File: src/logic/hpp_pkg.sv
/*
 * Shared constants and types for the host processor bus port.
 * Assumes a single 50 MHz clock and an APB master for its registers.
 */
package hpp_pkg;
   // Data path geometry
   localparam int HPP_DW = 32;
   localparam int HPP_AW = 18;
   localparam int HPP_LANES = 4;
   localparam int HPP_FIFO_DEPTH = 16;
   // Beats after the first in one burst, counter reload value
   localparam logic [1:0] HPP_BURST_LAST = 2'h3;
   // Strap decode: mode[3:2] selects host port mode, mode[1:0] the width
   localparam logic [1:0] HPP_MODE_HOST = 2'h2;
   localparam logic [1:0] HPP_W8 = 2'h0;
   localparam logic [1:0] HPP_W16 = 2'h1;
   localparam logic [1:0] HPP_W32 = 2'h2;
   // Address regions, top two address bits
   localparam logic [1:0] HPP_REGION_CFG = 2'h0;
   localparam logic [1:0] HPP_REGION_USER = 2'h1;
   localparam logic [1:0] HPP_REGION_FAB = 2'h2;
   // Parity sense: 0 gives even parity per byte lane
   localparam logic HPP_PAR_ODD = 1'h0;
   // APB register offsets
   localparam logic [7:0] HPP_REG_CTRL = 8'h00;
   localparam logic [7:0] HPP_REG_STAT = 8'h04;
   localparam logic [7:0] HPP_REG_COUNT = 8'h08;
   // Control fields and reset value
   localparam int HPP_CTRL_KEEP_BIT = 0;
   localparam int HPP_CTRL_WIDTH_LSB = 1;
   localparam logic [2:0] HPP_CTRL_RST = 3'h4;
   // Status fields
   localparam int HPP_STAT_AVAIL_BIT = 0;
   localparam int HPP_STAT_HOST_BIT = 1;
   localparam int HPP_STAT_PERR_BIT = 2;
   localparam int HPP_STAT_WIDTH_LSB = 4;
   localparam int HPP_STAT_STATE_LSB = 8;
   // Transaction engine states
   typedef enum logic [1:0] {
      HPP_IDLE = 2'b00,
      HPP_SBUS = 2'b01,
      HPP_FIFO = 2'b10,
      HPP_ACK = 2'b11
   } hpp_state_t;
endpackage

File: src/logic/hpp_port.sv
/*
 * Host processor bus port: FIFO toward the fabric and the port top.
 * Assumes host pins arrive asynchronously, the system bus runs on
 * clk_sys, and a pad ring resolves the enables into wires.
 */
`timescale 1ns/1ps

// Flip-flop FIFO, honest full and empty
module hpp_fifo import hpp_pkg::*; #(
   parameter int W = 32,
   parameter int D = 16
) (
   // Clock and control
   input wire logic clk_sys,
   input wire logic nrst,
   input wire logic clk_en,
   // Fill side
   input wire logic in_valid,
   output logic in_ready,
   input wire logic [W-1:0] in_data,
   // Drain side
   output logic out_valid,
   input wire logic out_ready,
   output logic [W-1:0] out_data
);
   localparam int PW = $clog2(D);
   logic [W-1:0] mem [D];   // Storage words
   logic [PW-1:0] wr_ptr;   // Next slot to fill
   logic [PW-1:0] rd_ptr;   // Oldest word
   logic [PW:0] count;      // Words held
   logic push;
   logic pop;

   // Room left while fewer than D words are held
   assign in_ready = (count < (PW+1)'(D));
   assign out_valid = (count != '0);
   assign out_data = mem[rd_ptr];
   assign push = in_valid && in_ready;
   assign pop = out_valid && out_ready;

   // Storage write
   always_ff @(posedge clk_sys) begin
      if (clk_en && push) begin
         mem[wr_ptr] <= in_data;
      end
   end

   // Pointers and occupancy
   always_ff @(posedge clk_sys) begin
      if (!nrst) begin
         wr_ptr <= '0;
         rd_ptr <= '0;
         count <= '0;
      end else if (clk_en) begin
         if (push) begin
            wr_ptr <= (wr_ptr == PW'(D - 1)) ? '0 : wr_ptr + 1'b1;
         end
         if (pop) begin
            rd_ptr <= (rd_ptr == PW'(D - 1)) ? '0 : rd_ptr + 1'b1;
         end
         count <= count + (PW+1)'(push) - (PW+1)'(pop);
      end
   end
endmodule // hpp_fifo

// Function
// RULE1 - 8, 16, 32 bit data with lane parity
// RULE2 - Control works after reset in host mode
// RULE3 - Width taken from mode straps during configuration
// RULE4 - Port kept only if instantiated or enabled
// RULE5 - Parity enable comes from configuration data
// RULE6 - Unused port pads serve user I/O; the code hands over only the data pads and keeps ta_n driven
// RULE7 - Separate domain possible, synchronise crossings safely
// RULE8 - Pipelined accesses without extra bus cycles
// RULE9 - Host announces bursts in advance
// RULE10 - Direct fabric data path for block transfers
// RULE11 - Carries configuration and user data accesses
// RULE12 - Bridges host transactions onto system bus
// RULE13 - Address captured on edge after strobe
// RULE14 - Host drives eighteen low address bits
// RULE15 - One even parity bit per byte lane
module hpp_port import hpp_pkg::*; (
   // Clock, reset, enable
   input wire logic clk_sys,
   input wire logic nrst,
   input wire logic clk_en,
   // Straps and configuration status
   input wire logic [3:0] cfg_mode,
   input wire logic config_done,
   input wire logic port_inst,
   input wire logic par_en_cfg,
   // Host pins
   input wire logic transaction_strobe_n,
   input wire logic host_rw,
   input wire logic burst_n,
   input wire logic [HPP_AW-1:0] host_address_bus,
   input wire logic [HPP_DW-1:0] hd_in,
   output logic [HPP_DW-1:0] hd_out,
   output logic hd_oe_n,
   input wire logic [HPP_LANES-1:0] hp_in,
   output logic [HPP_LANES-1:0] hp_out,
   output logic hp_oe_n,
   output logic ta_n,
   // User logic sharing the data pads
   input wire logic [HPP_DW-1:0] user_d_out,
   input wire logic user_d_oe_n,
   output logic pads_user,
   // System bus master
   output logic sb_req,
   output logic sb_we,
   output logic sb_cfg,
   output logic [HPP_AW-1:0] sb_addr,
   output logic [HPP_DW-1:0] sb_wdata,
   input wire logic [HPP_DW-1:0] sb_rdata,
   input wire logic sb_ack,
   // Fabric stream
   output logic fab_valid,
   input wire logic fab_ready,
   output logic [HPP_DW-1:0] fab_data,
   // APB slave
   input wire logic psel,
   input wire logic penable,
   input wire logic pwrite,
   input wire logic [7:0] paddr,
   input wire logic [31:0] pwdata,
   output logic [31:0] prdata,
   output logic pready,
   output logic pslverr
);
   localparam int SW = 4 + HPP_AW + HPP_DW + HPP_LANES + 4;

   logic [SW-1:0] sync1;          // First stage, read only by sync2
   logic [SW-1:0] sync2;          // Settled pin values
   logic strb_s;                  // Strobe, active high after sync
   logic rw_s;
   logic burst_s;
   logic [HPP_AW-1:0] addr_s;
   logic [HPP_DW-1:0] data_s;
   logic [HPP_LANES-1:0] par_s;
   logic [3:0] mode_s;
   logic mode_taken;              // Straps latched after release
   logic host_mode;
   logic [1:0] strap_width;
   logic [2:0] ctrl;              // Keep bit and post-config width
   logic par_err;                 // Sticky parity fault
   logic [15:0] xfer_count;       // Completed beats
   hpp_state_t state;
   hpp_state_t next_state;
   logic [HPP_AW-1:0] cur_addr;
   logic cur_rd;
   logic [1:0] beats_left;
   logic in_burst;
   logic [HPP_DW-1:0] rd_data;
   logic avail;
   logic [1:0] width;
   logic [HPP_LANES-1:0] lanes;
   logic [HPP_DW-1:0] lane_bits;
   logic [HPP_LANES-1:0] par_gen;
   logic fifo_in_valid;
   logic fifo_in_ready;
   logic apb_wr;
   logic apb_rd_ok;
   logic start;
   logic strb_prev;               // Settled strobe one cycle ago
   logic perr_now;
   logic ack_done;

   // RULE7 pin sync: every host input crosses two flops
   // No reset here, so the straps are already settled when reset lifts
   always_ff @(posedge clk_sys) begin
      if (clk_en) begin
         sync1 <= {cfg_mode, ~transaction_strobe_n, host_rw, ~burst_n, 1'b0,
                   host_address_bus, hd_in, hp_in};
         sync2 <= sync1;
      end
   end

   // RULE13 strobe edge: a strobe held until the answer is taken once
   always_ff @(posedge clk_sys) begin
      if (!nrst) begin
         strb_prev <= 1'b0;
      end else if (clk_en) begin
         strb_prev <= strb_s;
      end
   end
   assign {mode_s, strb_s, rw_s, burst_s} = sync2[SW-1:SW-7];
   assign addr_s = sync2[HPP_AW+HPP_DW+HPP_LANES-1:HPP_DW+HPP_LANES];
   assign data_s = sync2[HPP_DW+HPP_LANES-1:HPP_LANES];
   assign par_s = sync2[HPP_LANES-1:0];

   // RULE2 strap capture: taken once after reset, no configuration needed
   always_ff @(posedge clk_sys) begin
      if (!nrst) begin
         mode_taken <= 1'b0;
         host_mode <= 1'b0;
         strap_width <= HPP_W8;
      end else if (clk_en && !mode_taken) begin
         mode_taken <= 1'b1;
         host_mode <= (mode_s[3:2] == HPP_MODE_HOST);
         strap_width <= mode_s[1:0];
      end
   end

   // RULE3 width select: straps rule until configuration is done
   assign width = config_done ? ctrl[HPP_CTRL_WIDTH_LSB +: 2] : strap_width;
   // RULE4 port kept after configuration only if instantiated or enabled
   assign avail = host_mode && (!config_done || port_inst || ctrl[HPP_CTRL_KEEP_BIT]);
   // RULE6 pad handover to user logic
   assign pads_user = !avail;

   // RULE1 lane mask from width
   always_comb begin
      case (width)
         HPP_W8: lanes = 4'h1;
         HPP_W16: lanes = 4'h3;
         default: lanes = 4'hf;
      endcase
   end

   // Lane bits and parity generation, one even bit per byte
   always_comb begin
      lane_bits = '0;
      par_gen = '0;
      for (int i = 0; i < HPP_LANES; i++) begin
         lane_bits[8*i +: 8] = {8{lanes[i]}};
         // RULE15 per-lane parity
         par_gen[i] = lanes[i] & ((^rd_data[8*i +: 8]) ^ HPP_PAR_ODD);
      end
   end

   // RULE5 parity check only when configuration enables it
   always_comb begin
      perr_now = 1'b0;
      for (int i = 0; i < HPP_LANES; i++) begin
         if (lanes[i] && (par_s[i] != ((^data_s[8*i +: 8]) ^ HPP_PAR_ODD))) begin
            perr_now = 1'b1;
         end
      end
      perr_now = perr_now && par_en_cfg;
   end

   // RULE13 new transaction seen on settled strobe while idle
   assign start = (state == HPP_IDLE) && strb_s && !strb_prev && avail;
   assign ack_done = (state == HPP_ACK);

   // Next state of the transaction engine
   always_comb begin
      next_state = state;
      case (state)
         HPP_IDLE: begin
            if (start) begin
               // RULE10 fabric region writes bypass the system bus
               next_state = (addr_s[HPP_AW-1 -: 2] == HPP_REGION_FAB && !rw_s) ?
                            HPP_FIFO : HPP_SBUS;
            end
         end
         HPP_SBUS: begin
            if (sb_ack) begin
               next_state = HPP_ACK;
            end
         end
         HPP_FIFO: begin
            if (fifo_in_ready) begin
               next_state = HPP_ACK;
            end
         end
         HPP_ACK: begin
            // RULE9 remaining burst beats go straight back out
            if (in_burst && beats_left != 2'h0) begin
               next_state = (cur_addr[HPP_AW-1 -: 2] == HPP_REGION_FAB && !cur_rd) ?
                            HPP_FIFO : HPP_SBUS;
            end else begin
               next_state = HPP_IDLE;
            end
         end
         default: next_state = HPP_IDLE;
      endcase
   end

   // State register
   always_ff @(posedge clk_sys) begin
      if (!nrst) begin
         state <= HPP_IDLE;
      end else if (clk_en) begin
         state <= next_state;
      end
   end

   // Address, direction and burst tracking
   always_ff @(posedge clk_sys) begin
      if (!nrst) begin
         cur_addr <= '0;
         cur_rd <= 1'b0;
         in_burst <= 1'b0;
         beats_left <= 2'h0;
      end else if (clk_en) begin
         if (start) begin
            // RULE13 address taken at the edge after the strobe
            cur_addr <= addr_s;
            cur_rd <= rw_s;
            in_burst <= burst_s;
            beats_left <= burst_s ? HPP_BURST_LAST : 2'h0;
         end else if (ack_done && in_burst && beats_left != 2'h0) begin
            // RULE8 next beat address advances with no idle cycle
            cur_addr <= cur_addr + 1'b1;
            beats_left <= beats_left - 1'b1;
         end
      end
   end

   // Write data held per beat, masked to active lanes
   always_ff @(posedge clk_sys) begin
      if (!nrst) begin
         sb_wdata <= '0;
      end else if (clk_en && (start || ack_done)) begin
         sb_wdata <= data_s & lane_bits;
      end
   end

   // RULE12 system bus request mirrors the host transaction
   assign sb_req = (state == HPP_SBUS);
   assign sb_we = !cur_rd;
   assign sb_addr = cur_addr;
   // RULE11 configuration region flagged to the system bus
   assign sb_cfg = (cur_addr[HPP_AW-1 -: 2] == HPP_REGION_CFG);

   // Read data returned to the host
   always_ff @(posedge clk_sys) begin
      if (!nrst) begin
         rd_data <= '0;
      end else if (clk_en && sb_req && sb_ack) begin
         rd_data <= sb_rdata & lane_bits;
      end
   end

   // Host side outputs; ta_n is one cycle per beat
   assign ta_n = !ack_done;
   assign hd_out = avail ? rd_data : user_d_out;
   assign hd_oe_n = avail ? !(ack_done && cur_rd) : user_d_oe_n;
   assign hp_out = par_gen;
   // Parity pins stay undriven when disabled
   assign hp_oe_n = !(avail && par_en_cfg && ack_done && cur_rd);

   // Fabric stream: back-pressure holds the transaction until space
   assign fifo_in_valid = (state == HPP_FIFO);
   hpp_fifo #(
      .W(HPP_DW),
      .D(HPP_FIFO_DEPTH)
   ) u_fifo (
      .clk_sys(clk_sys),
      .nrst(nrst),
      .clk_en(clk_en),
      .in_valid(fifo_in_valid),
      .in_ready(fifo_in_ready),
      .in_data(sb_wdata),
      .out_valid(fab_valid),
      .out_ready(fab_ready),
      .out_data(fab_data)
   );

   // APB: zero wait states, unmapped offsets answer an error
   assign pready = 1'b1;
   assign apb_rd_ok = (paddr == HPP_REG_CTRL) || (paddr == HPP_REG_STAT) ||
                      (paddr == HPP_REG_COUNT);
   assign pslverr = psel && penable && !apb_rd_ok;
   assign apb_wr = psel && penable && pwrite;

   // Control register, software steers keep and width
   always_ff @(posedge clk_sys) begin
      if (!nrst) begin
         ctrl <= HPP_CTRL_RST;
      end else if (clk_en && apb_wr && paddr == HPP_REG_CTRL) begin
         ctrl <= pwdata[2:0];
      end
   end

   // Parity fault: set wins over a write-one clear
   always_ff @(posedge clk_sys) begin
      if (!nrst) begin
         par_err <= 1'b0;
      end else if (clk_en) begin
         if ((start || ack_done) && !rw_s && perr_now) begin
            par_err <= 1'b1;
         end else if (apb_wr && paddr == HPP_REG_STAT && pwdata[HPP_STAT_PERR_BIT]) begin
            par_err <= 1'b0;
         end
      end
   end

   // Beat counter for monitoring
   always_ff @(posedge clk_sys) begin
      if (!nrst) begin
         xfer_count <= '0;
      end else if (clk_en && ack_done) begin
         xfer_count <= xfer_count + 1'b1;
      end
   end

   // Read mux
   always_comb begin
      prdata = '0;
      case (paddr)
         HPP_REG_CTRL: prdata[2:0] = ctrl;
         HPP_REG_STAT: begin
            prdata[HPP_STAT_AVAIL_BIT] = avail;
            prdata[HPP_STAT_HOST_BIT] = host_mode;
            prdata[HPP_STAT_PERR_BIT] = par_err;
            prdata[HPP_STAT_WIDTH_LSB +: 2] = width;
            prdata[HPP_STAT_STATE_LSB +: 2] = state;
         end
         HPP_REG_COUNT: prdata[15:0] = xfer_count;
         default: prdata = '0;
      endcase
   end
endmodule // hpp_port

File: config.mk
export PLATFORM = sky130hd
export DESIGN_NAME = hpp_port
export DESIGN_NICKNAME = d
export VERILOG_FILES = /design/src/logic/hpp_pkg.sv /design/src/logic/hpp_port.sv
export SDC_FILE = /design/constraint.sdc
export NUM_CORES = 1
export LEC_CHECK = 0
export BUFFER_PORTS_ARGS = -buffer_cell sky130_fd_sc_hd__buf_4
export CORE_MARGIN = 4
export CORE_UTILIZATION = 40
export CTS_BUF_LIST = sky130_fd_sc_hd__clkbuf_4
export CTS_CLUSTER_SIZE = 20
export DETAILED_ROUTE_END_ITERATION = 16
export PLACE_DENSITY = 0.58
export SETUP_SLACK_MARGIN = 0.3
export SYNTH_ARGS = -nofsm -noshare
export SYNTH_HDL_FRONTEND = slang
export SYNTH_SLANG_ARGS = --single-unit
File: constraint.sdc
create_clock -name clk_sys -period 4.3 [get_ports clk_sys]
set_clock_uncertainty 0.15 [all_clocks]
set_input_delay 0.86 -clock clk_sys [delete_from_list [all_inputs] [get_ports clk_sys]]
set_output_delay 0.86 -clock clk_sys [all_outputs]
set_load 0.005 [all_outputs]
==> impl_metrics.xml <==
<?xml version="1.0" encoding="UTF-8"?>
<metrics>
  <group name="min_path">
    <metric name="worstHoldEndpoint" unit="">par_err</metric>
    <metric name="worst_hold_path_type" unit="">in2reg</metric>
    <metric name="timing.hold.worst.start" unit="">pwrite</metric>
    <metric name="hold_path_depth" unit="">4</metric>
  </group>
  <group name="worst_setup_path">
    <metric name="arrival" unit="ps">2980</metric>
    <metric name="crit_end_element" unit="">output port</metric>
    <metric name="timing.critical_path.required" unit="ps">3290</metric>
    <metric name="critPathTopFamily" unit="">multiplexers</metric>
    <metric name="timing.reg2reg.setup_slack" unit="ps">830</metric>
    <metric name="critical_path.max_fanout" unit="">9</metric>
    <metric name="worst-setup-path-type" unit="">reg2out</metric>
    <metric name="worst-path-stages" unit="">6</metric>
    <metric name="cp_cell_sequence" unit="">buf_12 -&gt; buf_16 -&gt; buf_16 -&gt; mux4_2 -&gt; mux4_2 -&gt; buf_4</metric>
    <metric name="worst_r2r_path_depth" unit="">15</metric>
    <metric name="r2r-end" unit="">u_fifo.count[4]</metric>
    <metric name="reg2reg_from" unit="">u_fifo.count[3]</metric>
    <metric name="critical_path.slowest_cell" unit="">sky130_fd_sc_hd__mux4_2</metric>
    <metric name="crit_path_max_incr_delay" unit="ps">530</metric>
    <metric name="critical_path.n_buffers_inverters" unit="">4</metric>
    <metric name="worst_setup_sp_type" unit="">flop</metric>
  </group>
  <group name="power">
    <metric name="leakage" unit="nW">14.1</metric>
    <metric name="peakVddDrop" unit="uV">255</metric>
    <metric name="p_per_area" unit="nW/um2">422</metric>
  </group>
  <group name="route">
    <metric name="detail_route.iter0.violations" unit="">1257</metric>
    <metric name="wl_per_cell" unit="um">21.1</metric>
    <metric name="viasPerCell" unit="">5.09</metric>
    <metric name="drt_first_pass_iters" unit="">6</metric>
    <metric name="wl" unit="um">73300</metric>
    <metric name="drc_errors" unit="">0</metric>
    <metric name="ant_nets" unit="">0</metric>
    <metric name="route.vias.total" unit="">17682</metric>
  </group>
  <group name="yosys">
    <metric name="synth_simple_gate_area_share" unit="%">6.61</metric>
    <metric name="synth.ff_latch_count" unit="">764</metric>
    <metric name="synth_top_area_cell" unit="">sky130_fd_sc_hd__edfxtp_1</metric>
    <metric name="share_of_flip_flops_with_an_asynchronous_set_or_reset_after_synthesis" unit="%">0</metric>
    <metric name="mappedNetlistArea" unit="um2">29900</metric>
    <metric name="synth-compound-area-share" unit="%">3.32</metric>
    <metric name="combinational_family_with_the_most_area_after_synthesis" unit="">multiplexers</metric>
    <metric name="synth.area.mux_share" unit="%">12.6</metric>
    <metric name="synth-edff-count" unit="">634</metric>
    <metric name="yosysTopAreaCellShare" unit="%">63.6</metric>
    <metric name="synth-main-ff-cell" unit="">sky130_fd_sc_hd__edfxtp_1</metric>
    <metric name="synthesis.area_per_instance" unit="um2">16.9</metric>
    <metric name="yosysWarnings" unit="">0</metric>
    <metric name="post_synth_inst_count" unit="">1773</metric>
    <metric name="post_synth_xor_area_fraction" unit="%">2.27</metric>
    <metric name="synth_top_cells_by_area" unit="">sky130_fd_sc_hd__edfxtp_1 (64%), sky130_fd_sc_hd__mux4_2 (12%), sky130_fd_sc_hd__dfxtp_1 (8.7%)</metric>
    <metric name="yosys.cell_types.count" unit="">64</metric>
    <metric name="post_synth_fa_ha_maj_area_fraction" unit="%">0.861</metric>
    <metric name="seq_area_frac_synth" unit="%">72.3</metric>
  </group>
  <group name="grt">
    <metric name="grt_remaining_overflow" unit="">0</metric>
    <metric name="vias_in_the_first_global_route" unit="">18599</metric>
    <metric name="grt_antenna_before_repair" unit="">4</metric>
    <metric name="grt_start_max_net_pins" unit="">89</metric>
    <metric name="grt_util_all_layers" unit="%">18.5</metric>
    <metric name="grt_pass1_wl" unit="um">110000</metric>
  </group>
  <group name="floorplanning">
    <metric name="ioPinCount" unit="">337</metric>
    <metric name="die-height" unit="um">282</metric>
    <metric name="core_area" unit="um2">74300</metric>
    <metric name="floorplan.die_area" unit="um2">79300</metric>
    <metric name="die-width" unit="um">282</metric>
    <metric name="row_count" unit="">100</metric>
    <metric name="floorplan.initialDensity" unit="%">40.3</metric>
  </group>
  <group name="layout">
    <metric name="finish.net_count" unit="">2541</metric>
    <metric name="area.growth.synth_to_final" unit="%">26.6</metric>
    <metric name="nFillCells" unit="">6256</metric>
    <metric name="fraction_of_final_layout_cells_sized_beyond_drive_strength_1" unit="%">35.0</metric>
    <metric name="final_common_cell" unit="">sky130_fd_sc_hd__edfxtp_1</metric>
    <metric name="highest_count_cells_in_the_layout_ignoring_fill_and_taps" unit="">sky130_fd_sc_hd__edfxtp_1 (634), sky130_fd_sc_hd__buf_4 (315), sky130_fd_sc_hd__clkbuf_4 (294), sky130_fd_sc_hd__nand2_1 (205), sky130_fd_sc_hd__mux4_2 (160)</metric>
  </group>
  <group name="timing">
    <metric name="worst_slew_margin_rel" unit="%">33.2</metric>
    <metric name="final-setup-viol-count" unit="">0</metric>
    <metric name="total_count_of_hold_check_failures_in_the_final_report" unit="">0</metric>
    <metric name="timing.final.crit_share" unit="%">92.9</metric>
    <metric name="fin_tns_setup" unit="ps">0</metric>
    <metric name="final_report_max_slew_violation_count" unit="">0</metric>
    <metric name="final_period_minus_worst_setup_slack" unit="ps">3990</metric>
    <metric name="worstMarginPinSlew" unit="ps">1000</metric>
    <metric name="grt_setup_unrepaired" unit="">yes</metric>
    <metric name="setup_ws" unit="ps">306</metric>
    <metric name="achievable-frequency" unit="MHz">250</metric>
  </group>
  <group name="cts">
    <metric name="numClockSinks" unit="">764</metric>
    <metric name="worst_skew_pair.late_latency" unit="ps">1020</metric>
    <metric name="tritoncts" unit="">yes</metric>
    <metric name="cts.reportedPaths.clkPinSlew" unit="ps">70</metric>
    <metric name="cts.htree.levels" unit="">4</metric>
    <metric name="clk_root_buffer_cell" unit="">sky130_fd_sc_hd__clkbuf_4</metric>
    <metric name="cts_buffers" unit="">191</metric>
    <metric name="cts_buffer_depth" unit="">3</metric>
  </group>
  <group name="placed_design">
    <metric name="detailedPlacementHpwl" unit="um">44400</metric>
    <metric name="detailedPlace.worstSlack" unit="ps">744</metric>
    <metric name="portBuffers" unit="">290</metric>
    <metric name="routabilityCongestion" unit="">0.830</metric>
  </group>
  <group name="run_status">
    <metric name="run_status" unit="">finished, final reports clean</metric>
  </group>
  <group name="flow_run">
    <metric name="maxCapViolCount" unit="">0</metric>
  </group>
</metrics>
report_power, final:
| group | internal [mW] | total (mW) | switching, mW |
|---|---|---|---|
| Combinational | 0.941 | 1.59 | 0.644 |
| Sequential | 8.06 | 8.13 | 0.0734 |
| Clock | 3.37 | 6.27 | 2.90 |
| Total | 12.4 | 16.0 | 3.62 |
stage by stage:
stage               std cells  power, mW  hold WS (ps)  instance area (um2)  util [%]
floorplan                1788       9.03           250                30000         -
global placement         2989       9.53           252                33600      45.2
detailed placement       2989       9.55           255                33600      45.2
CTS                      3462       16.2          25.3                37700      50.7
global route             3476       16.8           102                37900      51.0
finish                   3476       16.0           167                37900      51.0
state kept, by name, summed over array words and instances, names as in the netlist, 2 cells and up, named ones only:
| register | cells |
|---|---|
| beats_left | 2 |
| ctrl | 3 |
| rd_data | 32 |
| sb_addr | 18 |
| sb_wdata | 32 |
| state | 2 |
| strap_width | 2 |
| sync1 | 61 |
| sync2 | 61 |
| u_fifo.count | 5 |
| u_fifo.mem | 512 |
| u_fifo.rd_ptr | 4 |
| u_fifo.wr_ptr | 4 |
| xfer_count | 16 |
cells in the mapped netlist, types with 2 or more instances:
library cell / n
sky130_fd_sc_hd__edfxtp_1: 634
sky130_fd_sc_hd__nand4_1: 8
sky130_fd_sc_hd__mux2_2: 2
sky130_fd_sc_hd__and3_1: 5
sky130_fd_sc_hd__nor2b_1: 4
sky130_fd_sc_hd__a211oi_1: 3
sky130_fd_sc_hd__a21o_1: 7
sky130_fd_sc_hd__ha_1: 19
sky130_fd_sc_hd__nor2_1: 102
sky130_fd_sc_hd__xor2_1: 22
sky130_fd_sc_hd__nor3b_1: 2
sky130_fd_sc_hd__and2_1: 18
sky130_fd_sc_hd__a31oi_1: 8
sky130_fd_sc_hd__nor4_1: 2
sky130_fd_sc_hd__xnor2_1: 48
sky130_fd_sc_hd__clkbuf_1: 58
sky130_fd_sc_hd__buf_4: 20
sky130_fd_sc_hd__or4_1: 2
sky130_fd_sc_hd__or2_2: 2
sky130_fd_sc_hd__a22oi_1: 25
sky130_fd_sc_hd__a311oi_1: 2
sky130_fd_sc_hd__nand2b_1: 4
sky130_fd_sc_hd__nor3_1: 12
sky130_fd_sc_hd__o21a_1: 3
sky130_fd_sc_hd__xnor3_1: 3
sky130_fd_sc_hd__mux4_2: 160
sky130_fd_sc_hd__buf_2: 23
sky130_fd_sc_hd__nand3_1: 51
sky130_fd_sc_hd__nand2_1: 205
sky130_fd_sc_hd__inv_1: 25
sky130_fd_sc_hd__a21oi_1: 89
sky130_fd_sc_hd__or3_1: 11
sky130_fd_sc_hd__conb_1: 2
sky130_fd_sc_hd__buf_1: 2
sky130_fd_sc_hd__o21ai_0: 12
sky130_fd_sc_hd__mux2i_1: 15
sky130_fd_sc_hd__dfxtp_1: 130
sky130_fd_sc_hd__nand3b_1: 5
sky130_fd_sc_hd__o31ai_1: 3
layout make-up:
| cell class | count | area, um2 | area share, % |
|---|---|---|---|
| Antenna cell | 4 | 10.0 | 0.0264 |
| Multi-Input combinational cell | 894 | 7900 | 20.8 |
| Sequential cell | 764 | 21700 | 57.1 |
| Inverter | 26 | 104 | 0.274 |
| Clock buffer | 294 | 2210 | 5.82 |
| Tap cell | 969 | 1210 | 3.20 |
| Timing Repair Buffer | 467 | 4440 | 11.7 |
| Clock inverter | 58 | 373 | 0.984 |
worst max-delay path by stage:
stage                             endpoint  slack [ps]
after global routing           fab_data[2]         170
after floorplan           u_fifo.mem[7][0]         800
after detailed placement        hd_out[14]         740
after global placement          hd_out[14]         760
final                          fab_data[2]         310
after CTS                      fab_data[2]         140
timing repair:
item,4_1_cts,5_1_grt
endpoints found under the setup margin,41,34
hold buffers,99,0
gates resized for setup,31,10
endpoints found under the hold margin,113,0
cloned,11,4
setup buffers,11,6
cells by family (layout without fill, tap and decap cells):
family,count (synthesis),count (layout)
AOI/OAI and AO/OA,165,165
xor gates and xnor gates,73,73
adders and majority gates,20,20
buffers and inverters,130,845
DFF,764,764
muxes,177,177
other,2,21
and+or+nand+nor,442,442
layer usage:
metal,global-route usage (%),wire length [um],vias to the layer above
li1,-,-,8086
met1,24.0,30100,8880
met2,30.5,36900,617
met3,5.19,4940,99
met4,6.05,1390,0
met5,0,0,-
tightest hold or removal path, delay by kind of cell:
kind                   cells  cell delay, ps
AO/OA/AOI/OAI              2             210
AND/OR/NAND/NOR            1             120
buffers and inverters      1             110
Power figures use the tool's default switching activity.
